### src/design/flash_operand_pkg.sv
// constants and types shared by the flash operand register block
`default_nettype none
package flash_operand_pkg;

	// ==========================================================
	// register indices on the register port
	localparam logic [2:0] IDX_TARGET_ADDR = 3'h0;
	localparam logic [2:0] IDX_DATA_LOW    = 3'h1;
	localparam logic [2:0] IDX_DATA_HIGH   = 3'h2;
	localparam logic [2:0] IDX_SRC_ADDR    = 3'h3;

	// ==========================================================
	// reset values
	localparam logic [31:0] RESET_WORD = 32'h0000_0000;

	// ==========================================================
	// operation codes
	localparam logic [3:0] OP_NOP         = 4'h0;
	localparam logic [3:0] OP_WORD_PROG   = 4'h1;
	localparam logic [3:0] OP_DWORD_PROG  = 4'h2;
	localparam logic [3:0] OP_ROW_PROG    = 4'h3;
	localparam logic [3:0] OP_PAGE_ERASE  = 4'h4;
	localparam logic [3:0] OP_ARRAY_ERASE = 4'h5;
	localparam logic [3:0] OP_NOP_ALT     = 4'h6;

	// ==========================================================
	// array geometry defaults
	localparam int ROW_BYTES_DEF  = 512;
	localparam int PAGE_BYTES_DEF = 4096;

	typedef struct packed {
		logic [3:0]  code;
		logic [31:0] target;
		logic [31:0] data_low;
		logic [31:0] data_high;
		logic [31:0] source;
	} operand_set_t;

endpackage
`default_nettype wire

### src/design/flash_operand_registers.sv
// flash operand registers with operand capture at operation start
`default_nettype none

// Contract
// RULE1: 32-bit read/write target address register, zero after reset.
// RULE2: whole-array erase ignores the target address completely.
// RULE3: page erase uses target address to pick the page.
// RULE4: row program uses target address to pick the row.
// RULE5: word program uses target address to pick one word.
// RULE6: software writes physical addresses; hardware passes them untranslated.
// RULE7: word/row-only variant has exactly one 32-bit data register.
// RULE8: double-word variant has two data registers; first is low word.
// RULE9: second data register supplies the upper 32 bits.
// RULE10: data registers clear only on power-on reset.
// RULE11: 32-bit read/write source buffer address register for row program.
// RULE12: software keeps the source address word-aligned before row program.
// RULE13: row program reads row data from the source physical address.
// RULE14: op codes 1..5 as listed; 0 and 6 no-op; higher reserved.
// RULE15: row program drops sub-row address bits, starts at row start.
// RULE16: operands are captured at start; later writes do not disturb.
module flash_operand_registers
	import flash_operand_pkg::*;
#(
	parameter bit DOUBLE_WORD = 1'b1,
	parameter int ROW_BYTES   = ROW_BYTES_DEF,
	parameter int PAGE_BYTES  = PAGE_BYTES_DEF
) (
	input  wire logic        CLK_IN,
	input  wire logic        RST_IN,
	input  wire logic        SYS_RST_IN,
	input  wire logic        REG_WR_IN,
	input  wire logic        REG_RD_IN,
	input  wire logic [2:0]  REG_INDEX_IN,
	input  wire logic [31:0] REG_WDATA_IN,
	output var  logic [31:0] REG_RDATA_OUT,
	output var  logic        REG_ERR_OUT,
	input  wire logic        OP_START_IN,
	input  wire logic [3:0]  OP_CODE_IN,
	output var  logic        OP_VALID_OUT,
	output var  logic        OP_REJECT_OUT,
	output var  logic [3:0]  OP_CODE_OUT,
	output var  logic [31:0] FLASH_ADDR_OUT,
	output var  logic [63:0] PROG_DATA_OUT,
	output var  logic [31:0] SRC_ADDR_OUT
);

	localparam int ROW_BITS  = $clog2(ROW_BYTES);
	localparam int PAGE_BITS = $clog2(PAGE_BYTES);

	// ==========================================================
	// helpers
	function automatic logic [31:0] align_down(input logic [31:0] a,
		input int bits);
		logic [31:0] mask;
		mask = ~((32'h0000_0001 << bits) - 32'h0000_0001);
		return a & mask;
	endfunction

	function automatic logic op_supported(input logic [3:0] c);
		logic ok;
		ok = 1'b0;
		case (c)
			OP_WORD_PROG, OP_ROW_PROG, OP_PAGE_ERASE,
			OP_ARRAY_ERASE: ok = 1'b1;
			OP_DWORD_PROG:  ok = DOUBLE_WORD; // [RULE14]
			default:        ok = 1'b0;
		endcase
		return ok;
	endfunction

	function automatic logic index_mapped(input logic [2:0] i);
		logic ok;
		ok = 1'b0;
		case (i)
			IDX_TARGET_ADDR, IDX_DATA_LOW, IDX_SRC_ADDR: ok = 1'b1;
			IDX_DATA_HIGH: ok = DOUBLE_WORD; // [RULE7] [RULE8]
			default:       ok = 1'b0;
		endcase
		return ok;
	endfunction

	// ==========================================================
	// software-visible registers
	logic [31:0] target_addr;
	logic [31:0] next_target_addr;
	logic [31:0] src_addr;
	logic [31:0] next_src_addr;
	logic [31:0] data_low;
	logic [31:0] next_data_low;
	logic [31:0] data_high;
	logic [31:0] next_data_high;
	logic [31:0] next_rdata;
	logic        next_err;
	logic        wr_ok;

	always_comb begin
		wr_ok            = REG_WR_IN && index_mapped(REG_INDEX_IN);
		next_target_addr = target_addr;
		next_src_addr    = src_addr;
		next_data_low    = data_low;
		next_data_high   = data_high;
		if (wr_ok) begin
			case (REG_INDEX_IN)
				IDX_TARGET_ADDR: next_target_addr = REG_WDATA_IN; // [RULE1]
				IDX_SRC_ADDR:    next_src_addr = REG_WDATA_IN; // [RULE11]
				IDX_DATA_LOW:    next_data_low = REG_WDATA_IN; // [RULE8]
				IDX_DATA_HIGH:   next_data_high = REG_WDATA_IN; // [RULE9]
				default: ;
			endcase
		end
		next_rdata = RESET_WORD;
		next_err   = (REG_WR_IN || REG_RD_IN) &&
			!index_mapped(REG_INDEX_IN);
		if (REG_RD_IN) begin
			case (REG_INDEX_IN)
				IDX_TARGET_ADDR: next_rdata = target_addr;
				IDX_SRC_ADDR:    next_rdata = src_addr;
				IDX_DATA_LOW:    next_rdata = data_low;
				IDX_DATA_HIGH:   next_rdata = DOUBLE_WORD ?
					data_high : RESET_WORD;
				default:         next_rdata = RESET_WORD;
			endcase
		end
	end

	// address registers clear on any reset
	always_ff @(posedge CLK_IN or posedge RST_IN) begin
		if (RST_IN) begin
			target_addr <= RESET_WORD; // [RULE1]
			src_addr    <= RESET_WORD;
		end else if (SYS_RST_IN) begin
			target_addr <= RESET_WORD;
			src_addr    <= RESET_WORD;
		end else begin
			target_addr <= next_target_addr;
			src_addr    <= next_src_addr;
		end
	end

	// data registers survive the system reset, only power-on clears them
	always_ff @(posedge CLK_IN or posedge RST_IN) begin
		if (RST_IN) begin
			data_low  <= RESET_WORD; // [RULE10]
			data_high <= RESET_WORD;
		end else begin
			data_low  <= next_data_low;
			data_high <= next_data_high;
		end
	end

	always_ff @(posedge CLK_IN or posedge RST_IN) begin
		if (RST_IN) begin
			REG_RDATA_OUT <= RESET_WORD;
			REG_ERR_OUT   <= 1'b0;
		end else begin
			REG_RDATA_OUT <= next_rdata;
			REG_ERR_OUT   <= next_err;
		end
	end

	// ==========================================================
	// operand capture
	operand_set_t held;
	operand_set_t next_held;
	logic         next_valid;
	logic         next_reject;

	always_comb begin
		next_held   = held;
		next_valid  = 1'b0;
		next_reject = 1'b0;
		if (OP_START_IN && !SYS_RST_IN) begin
			if (op_supported(OP_CODE_IN)) begin
				// snapshot so later register writes cannot leak in
				next_valid          = 1'b1; // [RULE16]
				next_held.code      = OP_CODE_IN;
				next_held.data_low  = data_low;
				next_held.data_high = DOUBLE_WORD ? data_high : RESET_WORD;
				next_held.source    = RESET_WORD;
				// address goes out untranslated, only aligned or zeroed per operation
				case (OP_CODE_IN) // [RULE6]
					OP_ARRAY_ERASE: next_held.target = RESET_WORD; // [RULE2]
					OP_PAGE_ERASE:  next_held.target =
						align_down(target_addr, PAGE_BITS); // [RULE3]
					OP_ROW_PROG: begin
						next_held.target =
							align_down(target_addr, ROW_BITS); // [RULE4] [RULE15]
						next_held.source = src_addr; // [RULE13]
					end
					OP_WORD_PROG:   next_held.target = target_addr; // [RULE5]
					OP_DWORD_PROG:  next_held.target = target_addr; // [RULE9]
					default:        next_held.target = RESET_WORD;
				endcase
			end else if (OP_CODE_IN != OP_NOP && OP_CODE_IN != OP_NOP_ALT) begin
				next_reject = 1'b1; // [RULE14]
			end
		end
	end

	always_ff @(posedge CLK_IN or posedge RST_IN) begin
		if (RST_IN) begin
			held          <= '0;
			OP_VALID_OUT  <= 1'b0;
			OP_REJECT_OUT <= 1'b0;
		end else begin
			held          <= next_held;
			OP_VALID_OUT  <= next_valid;
			OP_REJECT_OUT <= next_reject;
		end
	end

	// outputs are the held snapshot, straight from flip-flops
	always_comb begin
		OP_CODE_OUT    = held.code;
		FLASH_ADDR_OUT = held.target;
		PROG_DATA_OUT  = {held.data_high, held.data_low}; // [RULE8] [RULE9]
		SRC_ADDR_OUT   = held.source;
	end

endmodule
`default_nettype wire

### config.mk
export PLATFORM = sky130hd
export DESIGN_NAME = flash_operand_registers
export DESIGN_NICKNAME = d
export VERILOG_FILES = /design/src/design/flash_operand_pkg.sv /design/src/design/flash_operand_registers.sv
export SDC_FILE = /design/constraint.sdc
export NUM_CORES = 1
export LEC_CHECK = 0
export BUFFER_PORTS_ARGS = -buffer_cell sky130_fd_sc_hd__clkbuf_2
export CAP_MARGIN = 20
export CORE_MARGIN = 5
export CORE_UTILIZATION = 50
export DETAILED_ROUTE_END_ITERATION = 8
export MAX_ROUTING_LAYER = met4
export PLACE_DENSITY = 0.76
export SETUP_SLACK_MARGIN = 0.5
export SYNTH_ARGS = -nofsm -noshare
export SYNTH_HDL_FRONTEND = slang
export SYNTH_SLANG_ARGS = --single-unit
### constraint.sdc
create_clock -name CLK_IN -period 11.3 [get_ports CLK_IN]
set_input_delay 0.565 -clock CLK_IN [delete_from_list [all_inputs] [get_ports CLK_IN]]
set_output_delay 0.565 -clock CLK_IN [all_outputs]
set_load 0.05 [all_outputs]
**After elaboration in Yosys (flattened, before gate mapping)**

Cells that the tools add are included.

- Output and inout port bits: 167
- Register bits after elaboration: 295
- Bits of input ports: 45
- Logic and storage cells: 60

- Reductions and logical operators: 20
- Equality and inequality tests: 9
- Mux-type cells: 18

Operators by type and width:

| operator | number |
|---|---|
| 2-to-1 mux 32 bit | 8 |
| case mux 32 bit (4 select lines) | 1 |
| case mux 32 bit (3 select lines) | 1 |
| AND reduction 2 bit | 5 |
| equality test 4 x 2 -> 1 bit (second input constant) | 2 |
| equality test 4 x 3 -> 1 bit (second input constant) | 2 |
| 2-to-1 mux 1 bit | 8 |
| equality test 3 x 2 -> 1 bit (second input constant) | 2 |
| nonzero test 2 bit | 3 |
| OR reduction 5 bit | 1 |
| equality test 4 x 1 -> 1 bit (second input constant) | 1 |
| logical AND 1 bit | 4 |
| != test 4 x 3 -> 1 bit (second input constant) | 1 |
| nonzero test 4 bit | 1 |
| OR reduction 4 bit | 1 |
| equality test 3 x 1 -> 1 bit (second input constant) | 1 |
| logical NOT 3 bit | 1 |
| logical NOT 1 bit | 2 |
| OR reduction 2 bit | 1 |
| logical OR 1 bit | 1 |

**Depth between registers and ports, before layout**

- Word-level depth: 6
- Depth in mapped cells: 7
- Mapped depth without buffers: 4

**Least setup slack after synthesis**

Ideal clock, no wire load.

- Path kind: input port to flip-flop
- Start point: input port OP_CODE_IN[1]
- End point: register held (netlist bit PROG_DATA_OUT[31])
- Path slack: 9280 ps
- Setup time: 125 ps
- Data required time: 11175 ps
- Cell stages on the path: 6
- Data arrival time: 1895 ps
- Buffers on the path: 3
- Path through: buf_2 > or3_1 > clkbuf_1 > nand3_2 > buf_2 > mux2_2

- Longest elaborated chain between the ends: 5
- Elaborated cells on any way between the ends: 9
- Classes of those cells: eq/ne (5); mux (2); reduce/logical (2)

Ends and longest elaborated chain:

| what | RTL line | RTL |
|---|---|---|
| start: declaration | flash_operand_registers.sv:38 | `input wire logic [3:0] OP_CODE_IN,` |
| equality test 4 x 2 -> 1 bit (tied with other cells) | flash_operand_registers.sv:62 | `case (c)` |
| OR reduction 5 bit (no source line) * | n/a |  |
| 2-to-1 mux 1 bit * | flash_operand_registers.sv:62 |  |
| 2-to-1 mux 1 bit * | flash_operand_registers.sv:172 | `if (OP_START_IN && !SYS_RST_IN) begin` |
| AND reduction 2 bit (no source line) * | n/a |  |
| end signal: assignment | flash_operand_registers.sv:206 | `held <= next_held;` |
| end: declaration | flash_operand_registers.sv:163 | `operand_set_t held;` |

Every way passes the cells marked *; elsewhere a longest branch is shown, timed or not. The select of a mux whose other input is x is not followed.
A chain may end at the register's enable or synchronous reset.

**Worst setup path in the final report**

- Start point: input port REG_INDEX_IN[1]
- End point: register src_addr[18]

- Longest elaborated chain between the ends: 6
- Elaborated cells on any way between the ends: 10
- Classes of those cells: eq/ne (3); mux (1); reduce/logical (6)

Ends and longest elaborated chain:

| what | RTL line | RTL |
|---|---|---|
| start: declaration | flash_operand_registers.sv:33 | `input wire logic [2:0] REG_INDEX_IN,` |
| equality test 3 x 2 -> 1 bit (tied with other cells) | flash_operand_registers.sv:74 | `case (i)` |
| OR reduction 4 bit (no source line) | n/a |  |
| 2-to-1 mux 1 bit | flash_operand_registers.sv:74 |  |
| logical AND 1 bit | flash_operand_registers.sv:97 | `wr_ok = REG_WR_IN && index_mapped(REG_INDEX_IN);` |
| nonzero test 2 bit (no source line) | n/a |  |
| AND reduction 2 bit (no source line) * | n/a |  |
| end signal: assignment | flash_operand_registers.sv:136 | `src_addr <= next_src_addr;` |
| end: declaration | flash_operand_registers.sv:86 | `logic [31:0] src_addr;` |

Every way passes the cells marked *; elsewhere a longest branch is shown, timed or not.

==> flow_metrics.tcl <==
set metrics [dict create \
    fmax_mhz 328 \
    synthArstFlopShare_pct 100 \
    ctsResizeCount 0 \
    clock_tree.root_cell "clkbuf_16" \
    viasPerCell 5.64 \
    finish.instance_area_mm2 0.0145 \
    post_drt_wl_per_cell_um 21.5 \
    total_power_mw 2.96 \
    core-area_mm2 0.0242 \
    final_layout_size_suffix_gt1_share_pct 38.8 \
    utilization_pct 59.9 \
    final.period_utilization_pct 27.0 \
    clk_path_buf_depth 3 \
    skew_ps 14.7 \
    syn_nets 974 \
    antenna_found_initial 0 \
    place.gp.congestion 0.796 \
    regToRegSetupSlack_ps 10330 \
    path_cells "clkbuf_2, buf_4, and2_2, nor3b_4, buf_4, a22o_1" \
    setup_viol_count_final 0 \
    drt-initial-drc-count 609 \
    finalHoldViolations 0 \
    cp_data_arrival_time_ps 3510 \
    htreeDepth 1 \
    synthFlopType "dfrtp_1" \
    start_kind "input pin" \
    r2r_start "data_high[1]$_DFFE_PP0P_" \
    cp_max_fo 70 \
    seq_area_frac_synth_pct 60.5 \
    worst_pin_slew_ps 1110 \
    worstPathRequired_ps 11760 \
    cts_hold_buf 0 \
    io_pins 212 \
    vias 8201 \
    gr-total-overflow 0 \
    grt_max_degree 136 \
    slew_headroom_pct 26.2 \
    period_needed_ps 3050 \
    nNetsFinal 1161 \
    cpMaxStageDelayCell "and2_2" \
    fillCellCount 1898 \
    rsz0062_at_grt "no" \
    fin_tns_setup_ps 0 \
    path_clk_slew_ps 60 \
    drv_cap 0 \
    finalMaxSlewViolations 0 \
    die_w_um 166 \
    r2r_end "REG_RDATA_OUT[1]$_DFF_PP0_" \
    syn_to_final_growth_pct 18.6 \
    synthCells 929 \
    place_area_mm2 0.0135 \
    synth-warning-count 0 \
    rows 57 \
    cts_tree "built" \
    hold_path.class "in2async" \
    critPathMaxStageDelay_ps 900 \
    ir_drop_mv 0.147 \
    antennaDiodeCount 0 \
    reg2reg_depth 3 \
    grt_pass1_vias 8647 \
    insertion_delay_ps 530 \
    dp_hpwl_mm 19.5 \
    path_class "in2reg" \
    leakage_nw 6.77 \
    cp-end-kind "register" \
    powerDensity_mw_per_mm2 205 \
    dieArea_mm2 0.0276 \
    status "completed" \
    grt_usage_pct 22.9 \
    synth-seq-cells 295 \
    dr.pass1.iters 5 \
    syn_area_mm2 0.0122 \
    start_util_pct 50.5 \
    cts.sinks 295 \
    die_h_um 166 \
    ant_nets 0 \
    post_cts_buffers 0 \
    cts_made_buffers 28 \
    grt_pass1_wl_mm 50.0 \
    synth_cell_types 36 \
    port_buffers 211 \
    crit_top_cell "buf_4" \
    synth_edf_count 0 \
    synth_area_per_cell_um2 13.1 \
    drc 0 \
    routed_wl_mm 31.2 \
]
routing by layer:
layer  GRT usage [%]  up-vias  wire, µm
li1                -     3669         -
met1            32.1     4229     13900
met2            36.2      265     15200
met3            3.28       38      1690
met4            4.87        0       459
met5               -        -         0
kinds of logic after synthesis:
logic type / after synthesis / synth area share [%]
DFF: 295 / 60.5
AOI/OAI and AO/OA: 211 / 13.0
muxes: 171 / 15.7
and+or+nand+nor: 126 / 6.41
buffers and inverters: 125 / 4.40
xor gates and xnor gates: 1 / 0.0718
placed cells by master, fill, tap and decap left out, types with 29 or more instances in the layout:
master     instances
dfrtp_1          295
clkbuf_2         211
mux2_2           132
a22o_1            67
inv_1             53
nand2_1           34
nand2b_1          33
a21oi_1           33
mux2i_1           32
nand3b_1          32
a21o_1            32
a22oi_1           32
clkbuf_16         29
registers in the layout, indices dropped and copies added (netlist names):
register / count
src_addr: 32
PROG_DATA_OUT: 64
REG_RDATA_OUT: 32
SRC_ADDR_OUT: 32
REG_ERR_OUT: 1
data_low: 32
data_high: 32
FLASH_ADDR_OUT: 32
OP_CODE_OUT: 4
target_addr: 32
OP_VALID_OUT: 1
OP_REJECT_OUT: 1
synth_stat cells (2+ instances only):
cell type    n  area share, %
mux2_2     132             12
a31o_2      20            1.4
nand3b_1    32            2.0
buf_2       13           0.53
and2_1       2           0.10
nand2b_1    34            1.7
nor2_1       2          0.062
nor3b_1      2           0.12
nand2_1     34            1.0
dfrtp_1    295             61
a21o_1      32            2.0
nor3b_2      4           0.41
a21oi_1     35            1.4
buf_1        2          0.062
a31oi_1     21            1.1
nor2b_1      2           0.10
inv_1       54            1.7
clkbuf_1    43            1.3
a22o_1      67            4.8
buf_4       11           0.68
a22oi_1     32            2.0
and3_1       9           0.46
mux2_4       7           0.86
mux2i_1     32            2.6
worst max-delay path: cells and delay by family:
family	cells	cell delay (ps)
and+or+nand+nor	2	1630
buffers and inverters	3	1060
AOI/OAI and AO/OA	1	200
how the worst max path moves through the flow:
stage	end	start	depth (start not counted)	slack, ps
2_1_floorplan	FLASH_ADDR_OUT[0]$_DFFE_PP0P_	RST_IN	1	2590
3_3_place_gp	src_addr[26]$_DFFE_PP0P_	REG_INDEX_IN[1]	6	7880
3_5_place_dp	src_addr[30]$_DFFE_PP0P_	REG_INDEX_IN[1]	6	7730
4_1_cts	src_addr[18]$_DFFE_PP0P_	REG_INDEX_IN[1]	6	8280
5_1_grt	src_addr[18]$_DFFE_PP0P_	REG_INDEX_IN[1]	6	8140
6_report	src_addr[18]$_DFFE_PP0P_	REG_INDEX_IN[1]	6	8250
report_power, final:
part	total, mW	internal, mW	switching (mW)
Combinational	0.729	0.205	0.524
Clock	0.916	0.540	0.376
Sequential	1.32	1.21	0.107
Total	2.96	1.96	1.01
stage by stage:
step	worst slack (ps)	instances	hold WS [ps]
after global placement	7880	1407	469
final	8250	1454	262
after CTS	8280	1451	284
after global routing	8140	1454	297
after floorplan	2590	929	489
after detailed placement	7730	1407	479
layout make-up:
| class | instances | area, µm² | area share [%] |
|---|---|---|---|
| Multi-Input combinational cell | 509 | 4370 | 30.2 |
| Sequential cell | 295 | 7380 | 51.0 |
| Tap cell | 324 | 405 | 2.80 |
| Clock inverter | 4 | 70.1 | 0.484 |
| Clock buffer | 40 | 817 | 5.64 |
| Inverter | 55 | 216 | 1.50 |
| Timing Repair Buffer | 227 | 1210 | 8.38 |
(Power assumes the default switching activity.)
